**src/phase_step_defs.svh**
```systemverilog
// Address map, field positions and reset values of the phase step and page registers
`ifndef PHASE_STEP_DEFS_SVH
`define PHASE_STEP_DEFS_SVH

// ----------------------------------------------------------------------------
// Internal byte addresses (page * 128 + in-page offset)
// ----------------------------------------------------------------------------
`define CTRL_ADDR 15'h0501
`define DATA_B3_ADDR 15'h0502
`define DATA_B2_ADDR 15'h0503
`define DATA_B1_ADDR 15'h0504
`define DATA_B0_ADDR 15'h0505
`define LIMIT_ADDR 15'h0506
`define MASK_LOW_ADDR 15'h0510
`define MASK_HIGH_ADDR 15'h0511
`define GUARD_ADDR 15'h057E
`define PAGE_ADDR 15'h057F

// ----------------------------------------------------------------------------
// In-page offsets reached from every page
// ----------------------------------------------------------------------------
`define GUARD_OFFSET 7'h7E
`define PAGE_OFFSET 7'h7F
`define GLOBAL_PAGE 8'h0A

// ----------------------------------------------------------------------------
// Field layout
// ----------------------------------------------------------------------------
`define MASK_LOW_USED 8'hF3
`define MASK_HIGH_USED 8'h3F
`define GUARD_LOCK_BIT 7
`define GUARD_STATUS_BIT 0
`define CTRL_CODE_MSB 1
`define CTRL_SEL_LSB 4
`define CTRL_SEL_MSB 7
`define PAGE_RSVD_A 8'h07
`define PAGE_RSVD_B 8'h09
`define PAGE_LAST 8'h0D

// ----------------------------------------------------------------------------
// Reset values
// ----------------------------------------------------------------------------
`define BYTE_RESET 8'h00
`define DATA_RESET 32'h0000_0000
`define SELECT_RESET 4'h0

`endif

```
**src/phase_step_pkg.sv**
```systemverilog
// Types shared by the phase step and page register slice
package phase_step_pkg;

	typedef enum logic [1:0] {
		CMD_IDLE = 2'b00,
		CMD_RESET = 2'b01,
		CMD_READ = 2'b10,
		CMD_WRITE = 2'b11
	} shift_command_type;

	typedef struct packed {
		shift_command_type shift_command_code;
		logic [3:0] output_select;
		logic [31:0] step_data;
		logic [7:0] limit_percent;
		logic [7:0] mask_low;
		logic [7:0] mask_high;
	} shift_request_type;

	typedef struct packed {
		shift_command_type code;
		logic [3:0] select;
		logic [31:0] data;
		logic [7:0] limit;
		logic [7:0] mask_low;
		logic [7:0] mask_high;
		logic lockout;
		logic status;
		logic [7:0] page;
		logic [7:0] rdata;
	} state_type;

endpackage : phase_step_pkg

```
**src/phase_step_and_page_regs.sv**
```systemverilog
// Phase step limit, divider masks, host guard and page select registers
//
// Behaviour
// - Eight-bit step limit, percent of output period, caps each phase step.
// - Low mask: bits 1:0 synth 0 A-B, bits 7:4 synth 1 A-D.
// - High mask: bits 3:0 synth 2 A-D, bits 5:4 synth 3 A-B.
// - Lockout set makes every other host register read-only.
// - Guard bit 0 flags a failed host access, bit 7 reads lockout; bits 6:1 read zero.
// - Page select picks 128-byte page; 7, 9 reserved, 0-13 otherwise valid.
// - Device clears command field after capture; host writes nonzero only when zero.
// - Command 00 idle, 01 reset, 10 read offset, 11 cumulative write.
// - Step data 32-bit two's complement, MSB at lowest address, 1.25 ns units.
`timescale 1ns/1ps
`include "phase_step_defs.svh"

module phase_step_and_page_regs
	import phase_step_pkg::*;
(
	input wire logic clk_in,
	input wire logic rst_b_in,
	input wire logic reg_wr_in,
	input wire logic reg_rd_in,
	input wire logic [6:0] reg_addr_in,
	input wire logic [7:0] reg_wdata_in,
	output logic [7:0] reg_rdata_out,
	output logic shift_req_out,
	output shift_request_type shift_request_out,
	input wire logic shift_done_in,
	input wire logic [31:0] shift_result_in
);

	// ------------------------------------------------------------------------
	// Address forming
	// ------------------------------------------------------------------------
	function automatic logic [14:0] full_address(input logic [7:0] page,
		input logic [6:0] offset);
		full_address = {page, offset};
	endfunction : full_address

	function automatic logic page_valid(input logic [7:0] page);
		page_valid = (page <= `PAGE_LAST) && (page != `PAGE_RSVD_A) &&
			(page != `PAGE_RSVD_B);
	endfunction : page_valid

	// ------------------------------------------------------------------------
	// State
	// ------------------------------------------------------------------------
	state_type state_q;
	state_type state_d;
	logic [14:0] addr;
	logic global_hit;
	logic access;
	logic fail;
	logic locked_wr;

	// ------------------------------------------------------------------------
	// Address decode
	// ------------------------------------------------------------------------
	always_comb begin
		// Guard and page select sit at the top of every page so a bad page
		// can always be left again
		global_hit = (reg_addr_in == `GUARD_OFFSET) || (reg_addr_in == `PAGE_OFFSET);
		if (global_hit) begin
			addr = {`GLOBAL_PAGE, reg_addr_in};
		end else begin
			addr = full_address(state_q.page, reg_addr_in);
		end
	end

	always_comb begin
		state_d = state_q;
		access = reg_wr_in || reg_rd_in;
		// Guard stays writable so the lockout can be lifted again
		locked_wr = reg_wr_in && state_q.lockout && (addr != `GUARD_ADDR);
		fail = 1'b0;

		// --------------------------------------------------------------------
		// Engine handshake: capture done, command field back to idle
		// --------------------------------------------------------------------
		if (shift_done_in && (state_q.code != CMD_IDLE)) begin
			// Offset read lands in the step data bytes for the host to fetch
			if (state_q.code == CMD_READ) begin
				state_d.data = shift_result_in;
			end
			state_d.code = CMD_IDLE;
		end

		// --------------------------------------------------------------------
		// Register access
		// --------------------------------------------------------------------
		// Read data stands one cycle, then falls back to zero
		state_d.rdata = `BYTE_RESET;
		// Reserved or missing pages flag a failure instead of aliasing
		if (access && !global_hit && !page_valid(state_q.page)) begin
			fail = 1'b1;
		end else if (locked_wr) begin
			fail = 1'b1;
		end else if (access) begin
			case (addr)
				`CTRL_ADDR: begin
					state_d.rdata = {state_q.select, 2'b00, state_q.code};
					if (reg_wr_in) begin
						// A command over one in flight would race the engine
						if (state_q.code != CMD_IDLE) begin
							fail = 1'b1;
						end else begin
							state_d.select = reg_wdata_in[`CTRL_SEL_MSB:`CTRL_SEL_LSB];
							state_d.code = shift_command_type'(
								reg_wdata_in[`CTRL_CODE_MSB:0]);
						end
					end
				end
				`DATA_B3_ADDR: begin
					state_d.rdata = state_q.data[31:24];
					if (reg_wr_in) begin
						state_d.data[31:24] = reg_wdata_in;
					end
				end
				`DATA_B2_ADDR: begin
					state_d.rdata = state_q.data[23:16];
					if (reg_wr_in) begin
						state_d.data[23:16] = reg_wdata_in;
					end
				end
				`DATA_B1_ADDR: begin
					state_d.rdata = state_q.data[15:8];
					if (reg_wr_in) begin
						state_d.data[15:8] = reg_wdata_in;
					end
				end
				`DATA_B0_ADDR: begin
					state_d.rdata = state_q.data[7:0];
					if (reg_wr_in) begin
						state_d.data[7:0] = reg_wdata_in;
					end
				end
				`LIMIT_ADDR: begin
					state_d.rdata = state_q.limit;
					if (reg_wr_in) begin
						// Stored as written; the range is the host's to keep
						state_d.limit = reg_wdata_in;
					end
				end
				`MASK_LOW_ADDR: begin
					state_d.rdata = state_q.mask_low;
					if (reg_wr_in) begin
						state_d.mask_low = reg_wdata_in & `MASK_LOW_USED;
					end
				end
				`MASK_HIGH_ADDR: begin
					state_d.rdata = state_q.mask_high;
					if (reg_wr_in) begin
						state_d.mask_high = reg_wdata_in & `MASK_HIGH_USED;
					end
				end
				`GUARD_ADDR: begin
					state_d.rdata = {state_q.lockout, 6'h00, state_q.status};
					if (reg_wr_in) begin
						state_d.lockout = reg_wdata_in[`GUARD_LOCK_BIT];
						if (reg_wdata_in[`GUARD_STATUS_BIT]) begin
							state_d.status = 1'b0;
						end
					end
				end
				`PAGE_ADDR: begin
					state_d.rdata = state_q.page;
					if (reg_wr_in) begin
						state_d.page = reg_wdata_in;
					end
				end
				default: begin
					// Holes in the page count as failed accesses
					fail = 1'b1;
				end
			endcase
		end

		// New failure wins over a clear in the same cycle
		if (fail) begin
			state_d.status = 1'b1;
		end
	end

	// ------------------------------------------------------------------------
	// Register update
	// ------------------------------------------------------------------------
	always_ff @(posedge clk_in or negedge rst_b_in) begin
		if (!rst_b_in) begin
			// Field by field so the reset branch holds only constants
			state_q.code <= CMD_IDLE;
			state_q.select <= `SELECT_RESET;
			state_q.data <= `DATA_RESET;
			state_q.limit <= `BYTE_RESET;
			state_q.mask_low <= `BYTE_RESET;
			state_q.mask_high <= `BYTE_RESET;
			state_q.lockout <= 1'b0;
			state_q.status <= 1'b0;
			state_q.page <= `BYTE_RESET;
			state_q.rdata <= `BYTE_RESET;
		end else begin
			state_q <= state_d;
		end
	end

	// ------------------------------------------------------------------------
	// Outputs
	// ------------------------------------------------------------------------
	assign reg_rdata_out = state_q.rdata;
	assign shift_req_out = (state_q.code != CMD_IDLE);
	assign shift_request_out = '{
		shift_command_code: state_q.code,
		output_select: state_q.select,
		step_data: state_q.data,
		limit_percent: state_q.limit,
		mask_low: state_q.mask_low,
		mask_high: state_q.mask_high
	};

endmodule : phase_step_and_page_regs

```
**config.mk**
```make
export PLATFORM = sky130hd
export DESIGN_NAME = phase_step_and_page_regs
export DESIGN_NICKNAME = d
export VERILOG_FILES = /design/src/phase_step_pkg.sv /design/src/phase_step_and_page_regs.sv
export VERILOG_INCLUDE_DIRS = /design/src /design/src/src
export SDC_FILE = /design/constraint.sdc
export NUM_CORES = 1
export LEC_CHECK = 0
export BUFFER_PORTS_ARGS = -buffer_cell sky130_fd_sc_hd__buf_2
export CAP_MARGIN = 20
export CORE_AREA = 2 2 104 106
export CTS_CLUSTER_DIAMETER = 60
export DETAILED_ROUTE_END_ITERATION = 7
export DIE_AREA = 0 0 106 108
export GPL_ROUTABILITY_DRIVEN = 0
export GPL_TIMING_DRIVEN = 0
export PLACE_DENSITY = 0.7
export SLEW_MARGIN = 20
export SYNTH_ARGS = -nofsm -noshare
export SYNTH_HDL_FRONTEND = slang
export SYNTH_SLANG_ARGS = --single-unit
```
**constraint.sdc**
```tcl
create_clock -name clk_in -period 2.2 [get_ports clk_in]
set_input_delay 0.44 -clock clk_in [delete_from_list [all_inputs] [get_ports clk_in]]
set_output_delay 0.44 -clock clk_in [all_outputs]
set_load 0.02 [all_outputs]
```
Yosys cells after proc, flatten, opt, wreduce, memory -nomap -nowiden:

Index checks and enable logic that the tools add are counted.

* reduce and logical (&&, ||, !) cells: 24
* eq/ne operators: 18
* muxes and demuxes: 37
* order comparisons: 1
* bitwise operators: 3

Operators by type and width (count)
* $mux W80: 3
* $eq A15 B11 Y1 const B: 10
* $mux W8: 15
* $pmux W8 S10: 1
* $mux W32: 2
* $reduce_and A5 Y1: 5
* $mux W6: 4
* $mux W15: 1
* $ne A15 B11 Y1 const B: 1
* $eq A7 B7 Y1 const B: 2
* $reduce_and A6 Y1: 2
* $reduce_bool A2 Y1: 5
* $reduce_or A9 Y1: 1
* $le A8 B4 Y1 const B: 1
* $ne A8 B3 Y1 const B: 1
* $ne A8 B4 Y1 const B: 1
* $logic_and A1 B1 Y1: 7
* $mux W1: 7
* $mux W2: 3
* $ne A2 B2 Y1 const B: 2
* $not A1 Y1: 3
* $eq A2 B2 Y1 const B: 1
* $logic_not A1 Y1: 2
* $logic_or A1 B1 Y1: 2
* $pmux W1 S2: 1

* bits in registers: 76
* output and inout port bits: 71
* input bits: 52
* logic and storage cells: 93

Logic depth before layout (Yosys ltp):

Gate-level depths: netlist of run 1.

* depth in word-level cells: 11
* depth in mapped cells: 7
* mapped depth without buffers: 5

Worst setup path after synthesis of run 1:

Ideal clock, no wire load.

* kind: input to register
* start: input port reg_addr_in[4]
* end: register state_q (netlist bit shift_request_out[17])
* cell stages on the path: 5
* setup slack: 0.040 ns
* arrival: 2.035 ns
* data required time: 2.075 ns
* cell sequence: buf_2 -> or3b_2 -> clkbuf_1 -> nor4_4 -> mux2_2

* longest elaborated chain between the ends: 7
* elaborated cells between the ends (all ways): 13
* classes of those cells: 4 x eq/ne; 1 x mux; 2 x bitwise; 6 x reduce/logical

RTL lines
* from (decl): line phase_step_and_page_regs.sv:23 `input wire logic [6:0] reg_addr_in,`
* $eq A7 B7 Y1 (no line)
* $logic_or A1 B1 Y1: line phase_step_and_page_regs.sv:62 `` global_hit = (reg_addr_in == `GUARD_OFFSET) || (reg_addr_in == `PAGE_OFFSET); ``
* $mux W15 / $logic_not A1 Y1 (equally long branches): line phase_step_and_page_regs.sv:63, phase_step_and_page_regs.sv:94
* $ne A15 B11 Y1 (no line) / $logic_and A1 B1 Y1 (equally long branches)
* $logic_and A1 B1 Y1, on equally long branches: line phase_step_and_page_regs.sv:74, phase_step_and_page_regs.sv:94
* $not A1 Y1 (no line)
* $reduce_and A5 Y1 (no line) (*)
* to (signal assigned): line phase_step_and_page_regs.sv:201 `state_q <= state_d;`
* to (decl): line phase_step_and_page_regs.sv:48 `state_type state_q;`

Mark *: on every way between the ends. The rest lies on a longest branch, timed or not.
A chain may end at the register's enable or synchronous reset.

==> impl_metrics.toml, run 1 <==
[power_and_ir_drop]
pwr_density_cell_nw_per_um2 = 501
p_clk_frac = 0.417
combPwrFrac = 0.096
p_sw_frac = 0.251
pwr-share-seq = 0.487
switchingPower_mw = 0.735
p_leak_nw = 3.15
p_int_mw = 2.20
ir_drop_uv = 323

[worst_setup_path]
path_delay_family = "simple AND/OR/NAND/NOR gates"
required_ns = 2.44
worstPathMaxFanout = 8
slowest_delay_ns = 0.41
path_cells = "nor4_4 > and4_4 > o211ai_4 > or3_1 > buf_6 > mux2_4"
cp_data_arrival_time_ns = 2.38
endpoint_kind = "flop"
crit_buf_inv = 1
crit_type = "flop to flop"
start_kind = "flop"
crit_slowest_cell = "dfrtp_1"

[drt]
dr.pass1.iters = 6
wl_per_cell_um = 18.8
avgViaCountPerCell = 5.27
first_iter_violations = 370
antenna_left = 0
num_vias = 3515
drcViolationCount = 0
routed_wl_mm = 12.5

[global_route]
overflow = 0
grt_pass1_wl_mm = 19.2
grt.total_usage = 0.222
grt_max_degree = 54
antenna_found_initial = 0
grt_pass1_vias = 3491

[run]
drv_cap = 0

[yosys]
synth_top_family_by_area = "multiplexers"
ys_seq_elements = 76
ys_types = 49
synth-simple-area-share = 0.0978
synth_flop_cell = "dfrtp_1"
yosys_warnings = 0
synth_edf_count = 0
synthArstFlopShare = 1.00
synth-xor-area-share = 0
yosys-mux-area-fraction = 0.262
synth_area_um2 = 4570
synth_compound_area_frac = 0.0906
netlist_instances = 378
ys_seq_area_frac = 0.416
syn_area_per_cell_um2 = 12.1
synthAdderAreaFrac = 0

[final_layout]
area_growth_pct = 28.1
layout-drive-gt1-share = 0.663
antenna_cells = 0
nets = 578
stdcell_count = 667

[status]
status = "complete, no violations"

[clocking]
clk_path_buf_depth = 2
clk_latency_ns = 0.36
clock-sinks = 76
h-tree-depth = 3
cts_buffers = 9
cts_root_buf = "clkbuf_8"
cts_tree = "yes"
clkTransAtPathRegs_ns = 0.08

[placement]
dp_hpwl_mm = 9.21
dp.cells = 634
placement.io_buffers = 116

[timing]
timing.fmax_mhz = 468
slew_headroom = 0.523
finalCritPeriodShare = 0.971
fin_skew_ns = 0.0101
finalHoldViolations = 0
min_period_ns = 2.14
setup_viol = 0
finalMaxSlewViolations = 0
hold_ws_ns = 0.416
worst_pin_slew_ns = 0.715

[floorplan]
start_util = 0.447
dieArea_um2 = 11400
ios = 123
die_h_um = 108
die_w_um = 106
rows = 37
core_um2 = 10200

[min_path]
min_path_type = "primary input to flop"
## state kept, by name, summed over array words and instances (netlist names)
name,count
state_q,10
shift_request_out,58
reg_rdata_out,8
## tightest hold or removal path: stages
cell and delay, ns:
buf_2 0.11, inv_1 0.06, a22o_1 0.13
## logic make-up after synthesis
family                 count (synthesis)
flip-flops                            76
other                                  1
AND/OR/NAND/NOR                       62
multiplexers                         101
AO/OA/AOI/OAI                         51
buffers and inverters                 87
## per-stage QoR
| stage | util | instance area [um2] | worst slack, ns | setup TNS (ns) | total power, mW |
|---|---|---|---|---|---|
| after floorplan | - | 4580 | 0.0399 | 0 | 1.56 |
| after global placement | 0.521 | 5330 | -0.775 | -19.93 | 1.68 |
| after detailed placement | 0.524 | 5360 | -0.832 | -22.55 | 1.69 |
| after CTS | 0.563 | 5760 | 0.0140 | 0 | 2.92 |
| after global routing | 0.572 | 5850 | -0.00396 | -0.0171 | 3.03 |
| final | 0.572 | 5850 | 0.0630 | 0 | 2.93 |
## layer usage
layer | track usage | vias to the layer above | wire, um
met5 | 0 | - | 0
met4 | 0.0536 | 0 | 146
met3 | 0.0416 | 14 | 750
met2 | 0.370 | 147 | 6140
met1 | 0.303 | 1720 | 5480
li1 | - | 1634 | -
## what timing repair did
item / CTS / global route
hold buffers: 1 / 0
buffers inserted: 9 / 7
hold endpoints to repair: 23 / 0
endpoints found under the setup margin: 73 / 56
pin swaps: 8 / 5
resized for setup: 10 / 12
## power by group through the flow
stage / logic, mW / registers (mW) / clock network, mW
floorplan: 0.110 / 1.45 / 0
global placement: 0.226 / 1.46 / 0
detailed placement: 0.237 / 1.46 / 0
CTS: 0.252 / 1.43 / 1.24
global route: 0.303 / 1.43 / 1.30
finish: 0.282 / 1.43 / 1.22
## layout make-up
type | count | area (um2)
flip-flops and latches | 76 | 1900
fillers | 887 | 4380
multi-input cells | 218 | 2150
inverters | 4 | 15.0
well taps | 136 | 170
repair buffers | 134 | 791
clock inverters | 5 | 83.8
clock buffers | 11 | 141
plain buffers | 83 | 597
## cells in the final DEF, fill, tap and decap left out, types with 5 or more instances in the layout
master / synthesis / routed
a221oi_1: 6 / 5
a222oi_1: 6 / 6
clkbuf_8: 0 / 10
a31oi_1: 5 / 5
a21oi_1: 7 / 7
mux2_2: 83 / 83
nand2_1: 9 / 9
mux2_4: 16 / 16
clkbuf_1: 6 / 6
dfrtp_1: 76 / 75
a32o_1: 6 / 6
buf_2: 2 / 117
buf_4: 70 / 83
nor2_2: 1 / 5
nor3_4: 4 / 8
## synthesized netlist by cell type (all sizes together), types with 2 or more instances
cell | n | area share
mux2 | 99 | 0.26
buf | 76 | 0.12
dfrtp | 76 | 0.42
nand2 | 9 | 0.0074
nor2 | 9 | 0.0079
nor3 | 9 | 0.020
a21oi | 7 | 0.0077
clkbuf | 7 | 0.0060
a221oi | 6 | 0.012
a222oi | 6 | 0.013
a32o | 6 | 0.013
nand3 | 6 | 0.0066
a31oi | 5 | 0.0068
a22oi | 4 | 0.0066
and3 | 4 | 0.0055
inv | 4 | 0.0033
nand4 | 4 | 0.0055
nor4 | 4 | 0.019
a22o | 3 | 0.0058
nand2b | 3 | 0.0041
o21ai | 3 | 0.0033
or2 | 3 | 0.0041
a32oi | 2 | 0.0038
and2 | 2 | 0.0027
and4 | 2 | 0.0038
mux2i | 2 | 0.0044
or3 | 2 | 0.0027
## path summary, 6_finish.rpt
path,from,to,slack (ns),cells past startpoint
min in group asynchronous,rst_b_in,shift_request_out[26],0.53,2
hold reg to reg,shift_request_out[58],shift_request_out[58],0.54,1
hold / removal,shift_done_in,shift_request_out[61],0.42,3
setup / recovery,state_q[12],shift_request_out[35],0.06,6
max in group asynchronous,rst_b_in,state_q[8],1.09,3
setup reg to reg,state_q[12],shift_request_out[35],0.06,6
(Power assumes the default switching activity.)
==> inputs of run 2 (changes only) <==
- CTS_BUF_LIST: unset -> sky130_fd_sc_hd__clkbuf_8 sky130_fd_sc_hd__clkbuf_16
==> impl_metrics.toml, run 2 (synthesis gave the netlist of run 1 again) <==
[timing]
setup_viol = 0
worst_pin_slew_ns = 0.692
timing.fmax_mhz = 468
slew_headroom = 0.539
finalCritPeriodShare = 0.972
finalMaxSlewViolations = 0
finalHoldViolations = 0
min_period_ns = 2.14
hold_ws_ns = 0.417
fin_skew_ns = 0.0106

[final_layout]
antenna_cells = 0
layout-drive-gt1-share = 0.663
final_cell_mix = "117 x buf_2, 83 x mux2_2, 83 x buf_4"
final_common_cell = "buf_2"
area_growth_pct = 28.1
post-route-util = 0.572
fill_cells = 887
nets = 578
largest_reg_flops = 58

[power_and_ir_drop]
pwr_density_cell_nw_per_um2 = 501
p_sw_frac = 0.251
p_int_mw = 2.20
p_clk_frac = 0.416
combPwrFrac = 0.096
p_leak_nw = 3.16
pwr-share-seq = 0.487
switchingPower_mw = 0.736
ir_drop_uv = 324

[drt]
routed_wl_mm = 12.5
num_vias = 3490
wl_per_cell_um = 18.8
dr.pass1.iters = 5
drcViolationCount = 0
antenna_left = 0
first_iter_violations = 369
avgViaCountPerCell = 5.23

[min_path]
holdCritStartpoint = "shift_done_in"
min_path_type = "primary input to flop"
worstHoldEndpoint = "shift_request_out[61]"
hold_depth = 3

[worst_setup_path]
r2r_cells = 6
cp_data_arrival_time_ns = 2.38
path_cells = "nor4_4 > and4_4 > o211ai_4 > or3_1 > buf_6 > mux2_4"
path_delay_family = "simple AND/OR/NAND/NOR gates"
worstPathMaxFanout = 8
crit_path_start = "state_q[12]"
start_kind = "flop"
crit_type = "flop to flop"
r2r-end = "shift_request_out[35]"
crit_slowest_cell = "dfrtp_1"
required_ns = 2.44
endpoint_kind = "flop"
crit_buf_inv = 1
slowest_delay_ns = 0.41
timing.rr.start = "state_q[12]"
r2r_slack_ns = 0.06

[clocking]
clkTransAtPathRegs_ns = 0.08
clock-sinks = 76
clk_latency_ns = 0.36
cts_root_buf = "clkbuf_8"
h-tree-depth = 3
cts_buffers = 9
cts_tree = "yes"
clk_path_buf_depth = 2

[status]
status = "complete, no violations"

[global_route]
grt_max_degree = 54
overflow = 0
grt_pass1_wl_mm = 19.2
grt_pass1_vias = 3491
antenna_found_initial = 0
grt.total_usage = 0.222

[placement]
placement.io_buffers = 116
dp_hpwl_mm = 9.21

[floorplan]
start_util = 0.447
die_h_um = 108
die_w_um = 106
rows = 37
core_um2 = 10200
dieArea_um2 = 11400
ios = 123

[run]
drv_cap = 0
==> run 2: worst max-delay path by stage <==
| stage | end | slack, ns | cells past startpoint |
|---|---|---|---|
| floorplan | shift_request_out[17] | 0.04 | 5 |
| global placement | reg_rdata_out[1] | -0.78 | 6 |
| detailed placement | reg_rdata_out[1] | -0.83 | 6 |
| CTS | shift_request_out[35] | 0.01 | 6 |
| global route | shift_request_out[43] | -0.004 | 7 |
| finish | shift_request_out[35] | 0.06 | 6 |
==> run 2: final cells by class <==
type / count / area [um2] / area share
well taps: 136 / 170 / 0.0291
multi-input cells: 218 / 2150 / 0.368
plain buffers: 83 / 597 / 0.102
repair buffers: 134 / 791 / 0.135
clock inverters: 6 / 87.6 / 0.0150
flip-flops and latches: 76 / 1900 / 0.325
inverters: 4 / 15.0 / 0.00256
clock buffers: 10 / 138 / 0.0235
==> run 2: stage by stage <==
step                cells  total power [mW]  instance area, um2  setup WS (ns)  TNS, ns
finish                667              2.93                5850         0.0616        0
global route          667              3.03                5850       -0.00396  -0.0171
CTS                   660              2.92                5760         0.0140        0
detailed placement    634              1.69                5360         -0.832   -22.55
global placement      633              1.68                5330         -0.775   -19.93
floorplan             381              1.56                4580         0.0399        0
==> run 2: metal layers <==
layer,GRT usage,part of all wire
met4,0.0536,0.011
met3,0.0416,0.060
met1,0.303,0.44
met5,0,0
met2,0.370,0.49
==> run 2: timing repair <==
action                                  in CTS  in global routing
setup buffers                                9                  7
endpoints found under the setup margin      73                 56
resized for setup                           10                 12
hold endpoints to repair                    23                  0
pin swaps                                    8                  5
hold buffers                                 1                  0
gates cloned                                 0                  0
==> run 2: worst reg2reg max path: cells and delay by family (launching register included) <==
kind	cells	cell delay (ns)
simple gates	3	0.98
flops	1	0.41
mux	1	0.31
buf+inv	1	0.17
compound gates	1	0.16
==> run 2: power by group through the flow <==
stage	sequential, mW	clock [mW]	combinational [mW]
4_1_cts	1.43	1.24	0.252
3_5_place_dp	1.46	0	0.237
2_1_floorplan	1.45	0	0.110
6_report	1.43	1.22	0.282
3_3_place_gp	1.46	0	0.226
5_1_grt	1.43	1.30	0.303
